### src/include/vpwe_pkg.sv
// package: constants and types of the vpw error and delay controller
// ------------------------------------------------------------------
// Overview of operation
// - no limit on message length; frames of any size pass
// - own tx error stops transmission, reports $1C, interrupt if enabled
// - crc residue over data and crc byte must be $C4, else $18
// - after crc error raise its condition and ignore bus until sof
// - invalid symbol reports $1C; while transmitting report $14 first
// - $1C stays pending behind $14 so $14 is presented first
// - eod or eof off a byte boundary is a framing error, $1C
// - active symbol received while sending eod is a framing error
// - framing error raises invalid-symbol condition, then wait for sof
// - bus stuck active blocks any transmit start until it goes passive
// - failure to drive active reports $1C, aborts, idles until new tx
// - temporary fault clears and normal operation resumes by itself
// - received break raises $1C; a state vector read clears it
// - after break wait for idle bus, then for sof
// - break can be received only, never transmitted
// - noise bits during transmit abort at once, raise invalid symbol
// - transceiver delay programmable 9 to 24 us, 1 us steps, 16 default
// - delay register takes one write after reset, readable always
// - transceiver select: 1 on-chip, 0 off-chip; program 0
// - receive polarity: 1 passes input, 0 inverts it before decoding
// - offset code 0000 is 9 us, each step adds 1 us
// - end of data request appends crc byte after the current byte
// ------------------------------------------------------------------
package vpwe_pkg;
  localparam logic [7:0] VPWE_OFF_SV = 8'h00;
  localparam logic [7:0] VPWE_OFF_DATA = 8'h04;
  localparam logic [7:0] VPWE_OFF_CTRL = 8'h08;
  localparam logic [7:0] VPWE_OFF_DLY = 8'h0C;
  localparam logic [7:0] VPWE_SV_NONE = 8'h00;
  localparam logic [7:0] VPWE_SV_LOA = 8'h14;
  localparam logic [7:0] VPWE_SV_CRC = 8'h18;
  localparam logic [7:0] VPWE_SV_INV = 8'h1C;
  localparam logic [7:0] VPWE_CRC_INIT = 8'hFF;
  localparam logic [7:0] VPWE_CRC_POLY = 8'h1D;
  localparam logic [7:0] VPWE_CRC_RESIDUE = 8'hC4;
  localparam logic [7:0] VPWE_DLY_RST = 8'h47;
  localparam int VPWE_DLY_ATE_BIT = 7;
  localparam int VPWE_DLY_POL_BIT = 6;
  localparam int VPWE_CTRL_IE_BIT = 0;
  localparam int VPWE_CTRL_EOD_BIT = 1;
  localparam int VPWE_DLY_BASE_US = 9;
  localparam int VPWE_DLY_MAX_US = 24;
  localparam int VPWE_CLK_MHZ = 250;
  localparam int VPWE_CYC_PER_US = VPWE_CLK_MHZ * 1;
  localparam logic [1:0] VPWE_RESP_OKAY = 2'h0;
  localparam logic [1:0] VPWE_RESP_SLVERR = 2'h2;

  typedef enum logic [2:0] {
    VPWE_SYM_BIT, VPWE_SYM_SOF, VPWE_SYM_EOD, VPWE_SYM_EOF,
    VPWE_SYM_BREAK, VPWE_SYM_INVALID
  } vpwe_sym_e;

  typedef struct packed {
    logic valid;
    vpwe_sym_e kind;
    logic active;
    logic on_boundary;
  } vpwe_rx_sym_s;

  typedef struct packed {
    logic valid;
    logic [7:0] data;
  } vpwe_byte_s;

  typedef struct packed {
    logic valid;
    logic [7:0] data;
    logic is_crc;
  } vpwe_tx_s;

  typedef enum {VPWE_RX_HUNT, VPWE_RX_FRAME, VPWE_RX_WAIT_IDLE} vpwe_rx_e;
  typedef enum {VPWE_TX_IDLE, VPWE_TX_WAIT_BUS, VPWE_TX_RUN,
                VPWE_TX_CRC} vpwe_tx_e;
endpackage

### src/hw/vpwe_ctrl.sv
// vpw bus error handling, block transmit and delay configuration
`timescale 1ns/1ps
`default_nettype none
module vpwe_ctrl (
  input wire logic i_mclk, // core clock
  input wire logic i_rst_n, // sync reset, low
  input wire logic i_awvalid, // axi write address valid
  output logic o_awready, // axi write address ready
  input wire logic [7:0] i_awaddr, // axi write address
  input wire logic i_wvalid, // axi write data valid
  output logic o_wready, // axi write data ready
  input wire logic [31:0] i_wdata, // axi write data
  input wire logic [3:0] i_wstrb, // axi byte strobes
  output logic o_bvalid, // axi write response valid
  input wire logic i_bready, // axi write response ready
  output logic [1:0] o_bresp, // axi write response
  input wire logic i_arvalid, // axi read address valid
  output logic o_arready, // axi read address ready
  input wire logic [7:0] i_araddr, // axi read address
  output logic o_rvalid, // axi read data valid
  input wire logic i_rready, // axi read data ready
  output logic [31:0] o_rdata, // axi read data
  output logic [1:0] o_rresp, // axi read response
  input wire logic i_rxd_pin, // receive pin, async
  output logic o_rx_level, // synced, polarity fixed, 1 active
  input wire vpwe_pkg::vpwe_rx_sym_s i_rx_sym, // decoded symbol
  input wire vpwe_pkg::vpwe_byte_s i_rx_byte, // received byte
  input wire logic i_bus_idle, // decoder sees idle bus
  output vpwe_pkg::vpwe_tx_s o_tx, // byte to symbol encoder
  input wire logic i_tx_ready, // encoder takes byte
  input wire logic i_tx_eod_phase, // encoder sending eod
  input wire logic i_tx_drive_fail, // bus would not go active
  output logic o_tx_abort, // stop encoder now, pulse
  output logic o_tx_active, // transmission under way
  output logic o_irq, // interrupt request, high
  output logic [3:0] o_delay_ofs, // delay offset code
  output logic [12:0] o_delay_cyc, // delay in clock cycles
  output logic o_onchip_xcvr, // transceiver select
  output logic o_rx_enable // receiver inside a frame
);
  import vpwe_pkg::*;

  function automatic logic [7:0] vpwe_crc8(input logic [7:0] c,
                                           input logic [7:0] d);
    logic [7:0] r;
    r = c;
    for (int i = 7; i >= 0; i--) begin
      if (r[7] ^ d[i]) begin
        r = {r[6:0], 1'b0} ^ VPWE_CRC_POLY;
      end else begin
        r = {r[6:0], 1'b0};
      end
    end
    return r;
  endfunction

  // ------------------------------------------------------------
  // receive pin synchroniser
  // ------------------------------------------------------------
  logic rxd_s1_q;
  logic rxd_s2_q;
  logic [7:0] dly_q;
  always_ff @(posedge i_mclk) begin
    if (!i_rst_n) begin
      rxd_s1_q <= 1'b0;
      rxd_s2_q <= 1'b0;
    end else begin
      rxd_s1_q <= i_rxd_pin;
      rxd_s2_q <= rxd_s1_q;
    end
  end
  // some transceivers invert the line; undo it before decoding
  assign o_rx_level = dly_q[VPWE_DLY_POL_BIT] ? rxd_s2_q : !rxd_s2_q;

  // ------------------------------------------------------------
  // axi4-lite slave
  // ------------------------------------------------------------
  logic aw_full_q, aw_full_d;
  logic [7:0] aw_addr_q, aw_addr_d;
  logic w_full_q, w_full_d;
  logic [7:0] w_data_q, w_data_d;
  logic w_lane0_q, w_lane0_d;
  logic bvalid_q, bvalid_d;
  logic [1:0] bresp_q, bresp_d;
  logic rvalid_q, rvalid_d;
  logic [31:0] rdata_q, rdata_d;
  logic [1:0] rresp_q, rresp_d;
  logic wr_fire, rd_fire, sv_rd;
  logic wr_data, wr_ctrl, wr_dly;
  logic [7:0] wr_idx, rd_idx, sv_code, rx_last_q;
  logic ie_q, eod_q, full_q, tx_buffer_empty_flag;
  logic dly_lock_q;

  assign o_awready = !aw_full_q && !bvalid_q;
  assign o_wready = !w_full_q && !bvalid_q;
  assign o_arready = !rvalid_q;
  assign o_bvalid = bvalid_q;
  assign o_bresp = bresp_q;
  assign o_rvalid = rvalid_q;
  assign o_rdata = rdata_q;
  assign o_rresp = rresp_q;
  assign wr_fire = aw_full_q && w_full_q && !bvalid_q;
  assign rd_fire = i_arvalid && !rvalid_q;
  assign wr_idx = {aw_addr_q[7:2], 2'b00};
  assign rd_idx = {i_araddr[7:2], 2'b00};
  assign wr_data = wr_fire && w_lane0_q && wr_idx == VPWE_OFF_DATA;
  assign wr_ctrl = wr_fire && w_lane0_q && wr_idx == VPWE_OFF_CTRL;
  assign wr_dly = wr_fire && w_lane0_q && wr_idx == VPWE_OFF_DLY;
  assign sv_rd = rd_fire && rd_idx == VPWE_OFF_SV;

  always_comb begin
    aw_full_d = aw_full_q;
    aw_addr_d = aw_addr_q;
    w_full_d = w_full_q;
    w_data_d = w_data_q;
    w_lane0_d = w_lane0_q;
    bvalid_d = bvalid_q;
    bresp_d = bresp_q;
    rvalid_d = rvalid_q;
    rdata_d = rdata_q;
    rresp_d = rresp_q;
    if (i_awvalid && o_awready) begin
      aw_full_d = 1'b1;
      aw_addr_d = i_awaddr;
    end
    if (i_wvalid && o_wready) begin
      w_full_d = 1'b1;
      w_data_d = i_wdata[7:0];
      w_lane0_d = i_wstrb[0];
    end
    if (wr_fire) begin
      aw_full_d = 1'b0;
      w_full_d = 1'b0;
      bvalid_d = 1'b1;
      case (wr_idx)
        VPWE_OFF_SV, VPWE_OFF_DATA, VPWE_OFF_CTRL,
        VPWE_OFF_DLY: bresp_d = VPWE_RESP_OKAY;
        default: bresp_d = VPWE_RESP_SLVERR;
      endcase
    end
    if (bvalid_q && i_bready) begin
      bvalid_d = 1'b0;
    end
    if (rvalid_q && i_rready) begin
      rvalid_d = 1'b0;
    end
    if (rd_fire) begin
      rvalid_d = 1'b1;
      rresp_d = VPWE_RESP_OKAY;
      case (rd_idx)
        VPWE_OFF_SV: rdata_d = {24'h000000, sv_code};
        VPWE_OFF_DATA: rdata_d = {24'h000000, rx_last_q};
        VPWE_OFF_CTRL: rdata_d = {28'h0000000, o_tx_active, tx_buffer_empty_flag,
                                  eod_q, ie_q};
        VPWE_OFF_DLY: rdata_d = {24'h000000, dly_q};
        default: begin
          rdata_d = 32'h00000000;
          rresp_d = VPWE_RESP_SLVERR;
        end
      endcase
    end
  end

  always_ff @(posedge i_mclk) begin
    if (!i_rst_n) begin
      aw_full_q <= 1'b0;
      aw_addr_q <= 8'h00;
      w_full_q <= 1'b0;
      w_data_q <= 8'h00;
      w_lane0_q <= 1'b0;
      bvalid_q <= 1'b0;
      bresp_q <= VPWE_RESP_OKAY;
      rvalid_q <= 1'b0;
      rdata_q <= 32'h00000000;
      rresp_q <= VPWE_RESP_OKAY;
    end else begin
      aw_full_q <= aw_full_d;
      aw_addr_q <= aw_addr_d;
      w_full_q <= w_full_d;
      w_data_q <= w_data_d;
      w_lane0_q <= w_lane0_d;
      bvalid_q <= bvalid_d;
      bresp_q <= bresp_d;
      rvalid_q <= rvalid_d;
      rdata_q <= rdata_d;
      rresp_q <= rresp_d;
    end
  end

  // ------------------------------------------------------------
  // delay configuration and control
  // ------------------------------------------------------------
  logic [7:0] dly_d;
  logic dly_lock_d, ie_d;
  always_comb begin
    dly_d = dly_q;
    dly_lock_d = dly_lock_q;
    ie_d = ie_q;
    if (wr_dly && !dly_lock_q) begin
      dly_d = w_data_q;
      dly_lock_d = 1'b1;
    end
    if (wr_ctrl) begin
      ie_d = w_data_q[VPWE_CTRL_IE_BIT];
    end
  end
  always_ff @(posedge i_mclk) begin
    if (!i_rst_n) begin
      dly_q <= VPWE_DLY_RST;
      dly_lock_q <= 1'b0;
      ie_q <= 1'b0;
    end else begin
      dly_q <= dly_d;
      dly_lock_q <= dly_lock_d;
      ie_q <= ie_d;
    end
  end
  assign o_delay_ofs = dly_q[3:0];
  // code 0 is the base figure, each step one more microsecond
  assign o_delay_cyc = 13'((VPWE_DLY_BASE_US + int'(dly_q[3:0]))
                           * VPWE_CYC_PER_US);
  // only the off-chip path exists; the bit is passed on as stored
  assign o_onchip_xcvr = dly_q[VPWE_DLY_ATE_BIT];

  // ------------------------------------------------------------
  // receive framing errors and crc check
  // ------------------------------------------------------------
  vpwe_rx_e rx_st_q, rx_st_d;
  vpwe_tx_e tx_st_q;
  logic [7:0] rx_crc_q, rx_crc_d, rx_last_d;
  logic set_inv, set_loa, set_crc, tx_err, tx_busy;
  assign tx_busy = tx_st_q == VPWE_TX_RUN || tx_st_q == VPWE_TX_CRC;
  assign o_rx_enable = rx_st_q == VPWE_RX_FRAME;

  always_comb begin
    rx_st_d = rx_st_q;
    rx_crc_d = rx_crc_q;
    rx_last_d = rx_last_q;
    set_inv = 1'b0;
    set_loa = 1'b0;
    set_crc = 1'b0;
    tx_err = 1'b0;
    // no byte counter at all: block frames run as long as they like
    if (i_rx_byte.valid && rx_st_q == VPWE_RX_FRAME) begin
      rx_crc_d = vpwe_crc8(rx_crc_q, i_rx_byte.data);
      rx_last_d = i_rx_byte.data;
    end
    if (tx_busy && i_tx_drive_fail) begin
      set_inv = 1'b1;
      tx_err = 1'b1;
    end
    if (rx_st_q == VPWE_RX_WAIT_IDLE && i_bus_idle) begin
      rx_st_d = VPWE_RX_HUNT;
    end
    if (i_rx_sym.valid) begin
      case (rx_st_q)
        VPWE_RX_HUNT: begin
          if (i_rx_sym.kind == VPWE_SYM_SOF) begin
            rx_st_d = VPWE_RX_FRAME;
            rx_crc_d = VPWE_CRC_INIT;
          end
        end
        VPWE_RX_FRAME: begin
          case (i_rx_sym.kind)
            VPWE_SYM_INVALID: begin
              set_inv = 1'b1;
              set_loa = tx_busy;
              tx_err = tx_busy;
              rx_st_d = VPWE_RX_HUNT;
            end
            VPWE_SYM_EOD, VPWE_SYM_EOF: begin
              if (!i_rx_sym.on_boundary) begin
                set_inv = 1'b1;
                tx_err = tx_busy;
              end else begin
                set_crc = rx_crc_q != VPWE_CRC_RESIDUE;
              end
              rx_st_d = VPWE_RX_HUNT;
            end
            default: begin
            end
          endcase
        end
        default: begin
        end
      endcase
      if (i_tx_eod_phase && i_rx_sym.active) begin
        set_inv = 1'b1;
        tx_err = 1'b1;
        rx_st_d = VPWE_RX_HUNT;
      end
      if (i_rx_sym.kind == VPWE_SYM_BREAK) begin
        set_inv = 1'b1;
        tx_err = tx_busy;
        rx_st_d = VPWE_RX_WAIT_IDLE;
      end
    end
  end
  always_ff @(posedge i_mclk) begin
    if (!i_rst_n) begin
      rx_st_q <= VPWE_RX_HUNT;
      rx_crc_q <= VPWE_CRC_INIT;
      rx_last_q <= 8'h00;
    end else begin
      rx_st_q <= rx_st_d;
      rx_crc_q <= rx_crc_d;
      rx_last_q <= rx_last_d;
    end
  end

  // ------------------------------------------------------------
  // state vector flags
  // ------------------------------------------------------------
  logic loa_q, loa_d, inv_q, inv_d, crc_q, crc_d;
  // loss of arbitration goes out first, the invalid code waits behind
  assign sv_code = loa_q ? VPWE_SV_LOA : inv_q ? VPWE_SV_INV :
                   crc_q ? VPWE_SV_CRC : VPWE_SV_NONE;
  always_comb begin
    loa_d = loa_q;
    inv_d = inv_q;
    crc_d = crc_q;
    if (sv_rd) begin
      loa_d = loa_q ? 1'b0 : loa_q;
      inv_d = (!loa_q && inv_q) ? 1'b0 : inv_q;
      crc_d = (!loa_q && !inv_q) ? 1'b0 : crc_q;
    end
    // a new event in the clearing cycle must not be lost
    if (set_loa) begin
      loa_d = 1'b1;
    end
    if (set_inv) begin
      inv_d = 1'b1;
    end
    if (set_crc) begin
      crc_d = 1'b1;
    end
  end
  always_ff @(posedge i_mclk) begin
    if (!i_rst_n) begin
      loa_q <= 1'b0;
      inv_q <= 1'b0;
      crc_q <= 1'b0;
    end else begin
      loa_q <= loa_d;
      inv_q <= inv_d;
      crc_q <= crc_d;
    end
  end
  assign o_irq = ie_q && (loa_q || inv_q || crc_q);

  // ------------------------------------------------------------
  // block mode transmitter
  // ------------------------------------------------------------
  vpwe_tx_e tx_st_d;
  logic [7:0] sh_q, sh_d, txc_q, txc_d;
  logic full_d, eod_d, tx_hs;
  // end of data hides the empty flag until the crc byte is out
  assign tx_buffer_empty_flag = !full_q && !eod_q;
  assign o_tx_active = tx_busy;
  // no path ever hands a break to the encoder
  always_comb begin
    o_tx.valid = (tx_st_q == VPWE_TX_RUN && full_q) ||
                 tx_st_q == VPWE_TX_CRC;
    o_tx.is_crc = tx_st_q == VPWE_TX_CRC;
    o_tx.data = (tx_st_q == VPWE_TX_CRC) ? ~txc_q : sh_q;
  end
  assign tx_hs = o_tx.valid && i_tx_ready;

  always_comb begin
    tx_st_d = tx_st_q;
    sh_d = sh_q;
    full_d = full_q;
    eod_d = eod_q;
    txc_d = txc_q;
    o_tx_abort = 1'b0;
    // a write into a full buffer is dropped; software polls first
    if (wr_data && !full_q) begin
      sh_d = w_data_q;
      full_d = 1'b1;
    end
    if (wr_ctrl && w_data_q[VPWE_CTRL_EOD_BIT]) begin
      eod_d = 1'b1;
    end
    case (tx_st_q)
      VPWE_TX_IDLE: begin
        if (full_q) begin
          tx_st_d = VPWE_TX_WAIT_BUS;
          txc_d = VPWE_CRC_INIT;
        end
      end
      VPWE_TX_WAIT_BUS: begin
        // a stuck-active line keeps us here; no fault is latched
        if (i_bus_idle && !o_rx_level) begin
          tx_st_d = VPWE_TX_RUN;
        end
      end
      VPWE_TX_RUN: begin
        if (tx_hs) begin
          txc_d = vpwe_crc8(txc_q, sh_q);
          full_d = 1'b0;
        end else if (!full_q && eod_q) begin
          tx_st_d = VPWE_TX_CRC;
        end
      end
      VPWE_TX_CRC: begin
        if (tx_hs) begin
          eod_d = 1'b0;
          tx_st_d = VPWE_TX_IDLE;
        end
      end
      default: tx_st_d = VPWE_TX_IDLE;
    endcase
    if (tx_err) begin
      tx_st_d = VPWE_TX_IDLE;
      full_d = 1'b0;
      eod_d = 1'b0;
      o_tx_abort = 1'b1;
    end
  end
  always_ff @(posedge i_mclk) begin
    if (!i_rst_n) begin
      tx_st_q <= VPWE_TX_IDLE;
      sh_q <= 8'h00;
      full_q <= 1'b0;
      eod_q <= 1'b0;
      txc_q <= VPWE_CRC_INIT;
    end else begin
      tx_st_q <= tx_st_d;
      sh_q <= sh_d;
      full_q <= full_d;
      eod_q <= eod_d;
      txc_q <= txc_d;
    end
  end
endmodule
`default_nettype wire

### config.mk
export PLATFORM = sky130hd
export DESIGN_NAME = vpwe_ctrl
export DESIGN_NICKNAME = d
export VERILOG_FILES = /design/src/include/vpwe_pkg.sv /design/src/hw/vpwe_ctrl.sv
export SDC_FILE = /design/constraint.sdc
export NUM_CORES = 1
export LEC_CHECK = 0
export ABC_CLOCK_PERIOD_IN_PS = 4600
export BUFFER_PORTS_ARGS = -buffer_cell sky130_fd_sc_hd__buf_2
export CAP_MARGIN = 20
export CORE_MARGIN = 3
export CORE_UTILIZATION = 52
export DETAILED_ROUTE_END_ITERATION = 10
export PLACE_DENSITY = 0.89
export SYNTH_ARGS = -nofsm -noshare
export SYNTH_HDL_FRONTEND = slang
export SYNTH_SLANG_ARGS = --single-unit
### constraint.sdc
create_clock -name i_mclk -period 4.6 [get_ports i_mclk]
set_input_delay 0 -clock i_mclk [delete_from_list [all_inputs] [get_ports i_mclk]]
set_output_delay 0 -clock i_mclk [all_outputs]
set_load 0.05 [all_outputs]
---- Word level (Yosys, flattened, before mapping) ----
Cells that the tools add are included.
operators by class
  add/subtract/negate cells ............... 1
  $mul .................................... 1
  eq/ne operators ......................... 26
  multiplexer cells ....................... 102
  bitwise gates (word level) .............. 34
  reduce and logical (&&, ||, !) cells .... 66
operator list
  kind                                                                 count
  32-bit two-way mux                                                   11
  8-bit two-way mux                                                    28
  32-bit one-hot mux with 4 select lines                               1
  32-bit by 2-bit == test with 1-bit output, second input constant     3
  32-bit by 3-bit == test with 1-bit output, second input constant     3
  5-bit two-way mux                                                    19
  32-bit by 1-bit == test with 1-bit output, second input constant     2
  32-bit logical NOT                                                   2
  4-bit NOT                                                            16
  32-bit one-hot mux with 2 select lines                               1
  1-bit two-way mux                                                    36
  8-bit one-hot mux with 4 select lines                                1
  1-bit logical AND                                                    29
  6-bit by 2-bit == test with 1-bit output, second input constant      4
  8-bit logical NOT                                                    2
  8-bit one-hot mux with 2 select lines                                1
  1-bit bitwise XOR                                                    16
  2-bit nonzero test                                                   7
  6-bit by 1-bit == test with 1-bit output, second input constant      2
  5-bit by 7-bit multiplier with 12-bit output, second input constant  1
  2-bit != test, second input constant                                 6
  1-bit logical NOT                                                    11
  8-bit != test, second input constant                                 1
  8-bit NOT                                                            1
  14 further kinds                                                     26
word-level totals
  flip-flop bits (word level) ............. 170
  input bits .............................. 79
  logic and storage cells ................. 256

---- Depth between registers and ports, before layout ----
Gate-level depths: netlist of the first run.
  depth after elaboration ................. 34
  mapped depth ............................ 15
  depth with buffers taken out ............ 15

---- Least setup slack after synthesis of the first run ----
No wires, ideal clock.
  path kind ............................... register -> output
  from .................................... register dly_q[0]
  to ...................................... output o_delay_cyc[10]
  arrival time ............................ 4.514 ns
  slack ................................... 0.086 ns
  stages on the path, launching flop included .. 16
  path buffers ............................ 0
  cells stage by stage .................... dfxtp_1 ha_1 xor2_1 inv_1 fa_1 inv_1 fa_1 inv_1 fa_1 inv_1 ha_1 o21ai_0 a21boi_0 o21ai_0 nor2b_1 xnor2_1
on the way
  longest elaborated chain between the ends .. 2
ends and longest elaborated chain
  element                                       line              source
  start, declared                               vpwe_ctrl.sv:62   logic [7:0] dly_q;
  start signal, assigned                        vpwe_ctrl.sv:213  dly_q <= dly_d;
  4-bit by 4-bit adder with 5-bit output        vpwe_ctrl.sv:220  assign o_delay_cyc = 13'((VPWE_DLY_BASE_US + int'(dly_q[3:0]))
  5-bit by 7-bit multiplier with 12-bit output  vpwe_ctrl.sv:221  * VPWE_CYC_PER_US);
  end, declared                                 vpwe_ctrl.sv:37   output logic [12:0] o_delay_cyc,
Every way passes these cells.

---- Worst setup path in the final report of the first run ----
  from .................................... register dly_q[1]
  to ...................................... output o_delay_cyc[10]
The elaborated chain is that of the path after synthesis.

==> results of run 1 <==
## routing by layer
metal  share of wire, %  track usage [%]  wire length, um
met4                3.0             7.67              401
met1                 44             26.1             5930
met2                 48             35.3             6520
met3                5.3             5.22              720
met5                  0                0                0
## registers in the layout, summed over array words and instances, names as in the netlist, 2 cells and up
name and cells:
aw_addr_q 6, dly_q 8, o_rdata 8, rx_crc_q 8, rx_last_q 8, rx_st_q 32, sh_q 8, tx_st_q 2
txc_q 8, w_data_q 8
## what timing repair did
item | in CTS | in global routing
endpoints found under the hold margin | 29 | 0
endpoints found under the setup margin | 2 | 3
gates resized for setup | 1 | 6
hold buffers | 30 | 0
## report_power, final
part | internal [uW] | switching [uW]
Clock | 370 | 354
Combinational | 93.6 | 167
Sequential | 985 | 15.8
Total | 1450 | 537
## path summary, 6_finish.rpt
path / startpoint / endpoint / cells past startpoint
max: dly_q[1]$_SDFFE_PN1P_ / o_delay_cyc[10] / 16
min: i_rx_sym[3] / rx_st_q[1]$_SDFF_PN0_ / 4
max reg2reg: tx_st_q[0]$_SDFFE_PP0P_ / txc_q[3]$_SDFFE_PN1P_ / 7
min reg2reg: rxd_s1_q$_SDFF_PN0_ / rxd_s2_q$_SDFF_PN0_ / 1
## cells by family (layout without fill, tap and decap cells)
| group | Yosys count | after routing | synth area share (%) |
|---|---|---|---|
| compound gates | 87 | 87 | 9.95 |
| xor+xnor | 69 | 69 | 10.1 |
| fa+ha+maj | 37 | 37 | 8.64 |
| buf+inv | 105 | 191 | 8.72 |
| flops | 112 | 112 | 36.0 |
| mux | 48 | 48 | 7.98 |
| other cells | 1 | 27 | 0.0602 |
| simple gates | 211 | 211 | 18.6 |
## metrics by stage
stage                     setup WS (ns)  hold slack [ns]
after floorplan                  0.0863           0.0898
after global placement            0.400            0.231
after detailed placement          0.303            0.233
after CTS                        0.0692          0.00306
after global routing           0.000639           0.0433
final                             0.241           0.0134
## layout by cell type (no fill, tap or decap), types with 3 or more instances in the layout
master | netlist | routed
inv_1 | 49 | 49
a21oi_1 | 13 | 13
mux2_2 | 3 | 3
xnor2_1 | 43 | 43
a21boi_0 | 14 | 13
nand4_1 | 4 | 4
ha_1 | 27 | 27
nor4b_1 | 3 | 3
and2_4 | 13 | 13
or3_1 | 5 | 5
a22o_1 | 4 | 4
nor3b_1 | 4 | 3
o22ai_1 | 5 | 5
mux2i_1 | 44 | 44
and2_1 | 23 | 23
dlygate4sd3_1 | 0 | 30
o21a_1 | 5 | 5
fa_1 | 10 | 10
nor2b_1 | 41 | 41
buf_4 | 31 | 5
nor2_1 | 23 | 23
nor4_1 | 11 | 10
nand2b_1 | 5 | 5
dfxtp_1 | 112 | 111
o21ai_0 | 19 | 19
clkbuf_16 | 0 | 9
nor3_1 | 10 | 10
clkinvlp_4 | 0 | 3
o211ai_1 | 6 | 6
conb_1 | 1 | 27
xor2_1 | 24 | 24
a21o_1 | 3 | 3
buf_2 | 2 | 92
a22oi_1 | 6 | 6
nand2_1 | 61 | 61
## layout make-up
class                           count  area [um2]
Clock buffer                       10         229
Timing Repair Buffer              127         798
Inverter                           49         184
Tap cell                          143         179
Sequential cell                   112        2250
Clock inverter                      5        42.5
Fill cell                         929        4340
Multi-Input combinational cell    479        3550
## critical path: cells and delay by family (launching register included)
family / cells / cell delay [ns]
adders and majority gates: 5 / 2.08
buffers and inverters: 5 / 0.52
AOI/OAI and AO/OA: 3 / 0.46
DFF: 1 / 0.42
xor gates and xnor gates: 2 / 0.34
and+or+nand+nor: 1 / 0.19
==> results_dict.tcl, run 1 <==
set metrics [dict create \
    numCtsBuffers 9 \
    layout.cells.non_filler 925 \
    maxClockFrequency_mhz 229 \
    core_area_um2 11600 \
    start_util_pct 53.8 \
    ant_nets 0 \
    postSynthAreaPerCell_um2 9.29 \
    hold_viol_final 0 \
    cp_max_fo 5 \
    rows 39 \
    avgRoutedWirePerCell_um 14.7 \
    grt_overflow 0 \
    dr.pass1.iters 5 \
    slowest_stage "fa_1" \
    synth_cells 670 \
    period_needed_ns 4.36 \
    fin_util_pct 62.5 \
    dp_cells 880 \
    hold_path.class "primary input to register" \
    rsz0062_at_grt "false" \
    io_pins 153 \
    yosys-top-cells-count "dfxtp_1, nand2_1, inv_1, mux2i_1, xnor2_1" \
    cts-root-buf "clkbuf_16" \
    fin_crit_sh_pct 94.8 \
    cts_tree "yes" \
    synthDistinctLibCells 55 \
    clock_sinks 112 \
    required_ns 4.60 \
    yosys_warnings 0 \
    outcome "finished, final reports clean" \
    critPathKind "register to primary output" \
    grt_pass1_vias 4802 \
    grt_max_degree 79 \
    die_h_um 115 \
    yosysSeqAreaShare_pct 36.0 \
    drt_wl_total_um 13600 \
    nets 894 \
    endpoint_kind "primary output" \
    synth-seq-cells 112 \
    diodes 0 \
    ys.flop_type "dfxtp_1" \
    portBuffers 94 \
    synth.most_common_cell "dfxtp_1" \
    drt_iter0_drc 287 \
    synth.area.top_cells "dfxtp_1, mux2i_1, xnor2_1, ha_1, nor2b_1" \
    worstSkewPairLatency_ns 0.35 \
    post_cts_buffers 0 \
    setup.worst_path.start_class "register" \
    slew_viol_final 0 \
    syn_area_um2 6220 \
    via_count 4819 \
    leakagePower_uw 0.00314 \
    synth_top_cell_by_area "dfxtp_1" \
    vdd_ir_drop_max_mv 0.206 \
    fin_tns_setup_ns 0 \
    setup_violations 0 \
    vias_per_cell 5.21 \
    cpMostUsedCell "inv_1" \
    dieArea_um2 13300 \
    worstPathArrival_ns 4.36 \
    place_area_um2 6650 \
    stdcell_area_um2 7230 \
    slew_headroom_pct 39.7 \
    ys_async_sr_fraction_pct 0 \
    grt_use_total_pct 21.0 \
    cpPeakStageDelay_ns 0.54 \
    area_growth_syn_to_layout_pct 16.1 \
    drive_above_1_share_pct 17.5 \
    cap_violations 0 \
    p_per_area_nw_per_um2 275 \
    yosys.area.top_type_share_pct 36.0 \
    reg2reg_slack_ns 1.98 \
    clk_pin_slew_ns 0.07 \
    dpl.hpwl_um 9510 \
    clock_skew_ns 0.00761 \
    worst_pin_slew_ns 0.901 \
    crit_chain "ha_1 -> xor2_1 -> inv_1 -> fa_1 -> inv_1 -> fa_1 -> inv_1 -> fa_1 -> inv_1 -> ha_1 -> o21ai_0 -> a21boi_1 -> o21ai_0 -> nor2b_1 -> xnor2_1 -> buf_4" \
    gp_congestion 0.915 \
    die_x_um 115 \
    finalPower_uw 1990 \
    clock_path_buffers 2 \
    drc 0 \
    synth_edf_count 0 \
    h-tree-depth 3 \
    antenna_found_initial 0 \
    grt_pass1_wl_um 22600 \
]
(Power assumes the default switching activity.)
==> inputs of run 2 (changes only) <==
--- a/config.mk
+++ b/config.mk
@@ -11,7 +11,7 @@
 export CORE_MARGIN = 3
 export CORE_UTILIZATION = 52
 export DETAILED_ROUTE_END_ITERATION = 10
-export PLACE_DENSITY = 0.89
+export PLACE_DENSITY = 0.81
 export SYNTH_ARGS = -nofsm -noshare
 export SYNTH_HDL_FRONTEND = slang
 export SYNTH_SLANG_ARGS = --single-unit
==> run 2 against run 1 <==
Net effect:
- sequential cell count is the same
- largest power group unchanged
- critical path type unchanged
- first-iteration DRC count is 15% lower
- clock power is 10% higher
- setup slack worse by 0.0096 ns
- design area up 0.99%
- highest routed layer unchanged
==> results_dict.tcl, run 2 (synthesis gave the netlist of run 1 again) <==
set metrics [dict create \
    outcome "finished, final reports clean" \
    vias_per_cell 5.21 \
    setup_violations 0 \
    hold_path.class "primary input to register" \
    critPathKind "register to primary output" \
    hold_viol_final 0 \
    drt_wl_total_um 13700 \
    gp_congestion 0.924 \
    grt_pass1_wl_um 22500 \
    cp_max_fo 5 \
    grt_use_total_pct 20.9 \
    antenna_found_initial 0 \
    endpoint_kind "primary output" \
    slew_viol_final 0 \
    io_pins 153 \
    core_area_um2 11600 \
    rows 39 \
    vdd_ir_drop_max_mv 0.228 \
    clock_skew_ns 0.00571 \
    avgRoutedWirePerCell_um 14.7 \
    cts_tree "yes" \
    clk_pin_slew_ns 0.07 \
    nets 898 \
    fillCellCount 954 \
    fin_util_pct 63.1 \
    worst_pin_slew_ns 0.707 \
    dpl.hpwl_um 9860 \
    h-tree-depth 3 \
    dr.pass1.iters 5 \
    worstPathArrival_ns 4.37 \
    required_ns 4.60 \
    drt_iter0_drc 244 \
    p_per_area_nw_per_um2 282 \
    clock_sinks 112 \
    fin_crit_sh_pct 95.0 \
    start_util_pct 53.8 \
    largest_reg_flops 32 \
    fin_tns_setup_ns 0 \
    ant_nets 0 \
    finalPower_uw 2060 \
    slew_headroom_pct 52.9 \
    dieArea_um2 13300 \
    die_h_um 115 \
    portBuffers 94 \
    setup.worst_path.start_class "register" \
    period_needed_ns 4.37 \
    layout_common_cells "dfxtp_1, buf_2, nand2_1, inv_1, mux2i_1" \
    die_x_um 115 \
    worstSkewPairLatency_ns 0.34 \
    clock_path_buffers 2 \
    area_growth_syn_to_layout_pct 17.2 \
    grt_max_degree 79 \
    numCtsBuffers 9 \
    rsz0062_at_grt "false" \
    grt_overflow 0 \
    drive_above_1_share_pct 18.0 \
    postLayoutSetupSlackWorst_ns 0.231 \
    via_count 4845 \
    cts-root-buf "clkbuf_16" \
    drc 0 \
    whs_ns 0.0248 \
    leakagePower_uw 0.00319 \
    cap_violations 0 \
    maxClockFrequency_mhz 229 \
    grt_pass1_vias 4727 \
    diodes 0 \
    dp_slack_ns 0.187 \
    top_register "rx_st_q" \
    final_common_cell "dfxtp_1" \
]
## run 2: changes by cell type in the layout (fill, tap and decap cells not counted), sizes merged
cell	delta
buf	+3
clkbuf	+2
clkinvlp	-2
bufinv	+1
clkinv	+1
dlygate4sd3	+1
inv	-1
## run 2: repair_timing
item	in CTS	in global routing
hold endpoints to repair	29	0
resized for setup	3	5
hold buffers	31	0
setup buffers	0	2
endpoints found under the setup margin	3	4
## run 2: final cells by class
| cell class | count | area [um2] | area share, % |
|---|---|---|---|
| Clock buffer | 12 | 256 | 3.51 |
| Clock inverter | 4 | 51.3 | 0.703 |
| Inverter | 49 | 184 | 2.52 |
| Multi-Input combinational cell | 479 | 3550 | 48.7 |
| Sequential cell | 112 | 2240 | 30.7 |
| Tap cell | 143 | 179 | 2.45 |
| Timing Repair Buffer | 131 | 831 | 11.4 |
## run 2: worst max-delay path, cell delays in order (launching register included)
cell	delay, ns
dfxtp_2	0.38
ha_2	0.23
xor2_2	0.25
inv_1	0.13
fa_1	0.55
inv_1	0.11
fa_1	0.51
inv_1	0.05
fa_1	0.49
inv_1	0.04
ha_1	0.32
o21ai_0	0.12
a21boi_1	0.21
o21ai_1	0.10
a21oi_1	0.17
xnor2_1	0.14
buf_4	0.22
## run 2: worst paths after layout
check / end / from / slack (ns) / cells after the start
setup / recovery: o_delay_cyc[12] / dly_q[1]$_SDFFE_PN1P_ / 0.23 / 16
hold / removal: rx_st_q[1]$_SDFF_PN0_ / i_bus_idle / 0.02 / 4
setup reg to reg: txc_q[3]$_SDFFE_PN1P_ / tx_st_q[0]$_SDFFE_PP0P_ / 2.00 / 7
hold reg to reg: rxd_s2_q$_SDFF_PN0_ / rxd_s1_q$_SDFF_PN0_ / 0.44 / 1
## run 2: metrics by stage
| stage | instances | instance area, um2 |
|---|---|---|
| floorplan | 696 | 6320 |
| global placement | 881 | 6650 |
| detailed placement | 881 | 6650 |
| CTS | 928 | 7280 |
| global route | 930 | 7300 |
| finish | 930 | 7300 |
## run 2: power by group
| part | total, uW | internal [uW] | switching (uW) | leakage [uW] |
|---|---|---|---|---|
| clock network | 798 | 454 | 345 | 0.000149 |
| registers | 1000 | 986 | 15.2 | 0.000907 |
| logic | 258 | 93.9 | 164 | 0.00213 |
| total | 2060 | 1530 | 524 | 0.00319 |
## run 2: metal layers
metal	GRT usage, %	vias to the layer above	share of wire (%)	wire [um]
li1	-	2380	-	-
met1	26.4	2305	44	6070
met2	36.2	144	49	6700
met3	4.18	16	5.5	755
met4	6.49	0	1.3	176
met5	0	-	0	0
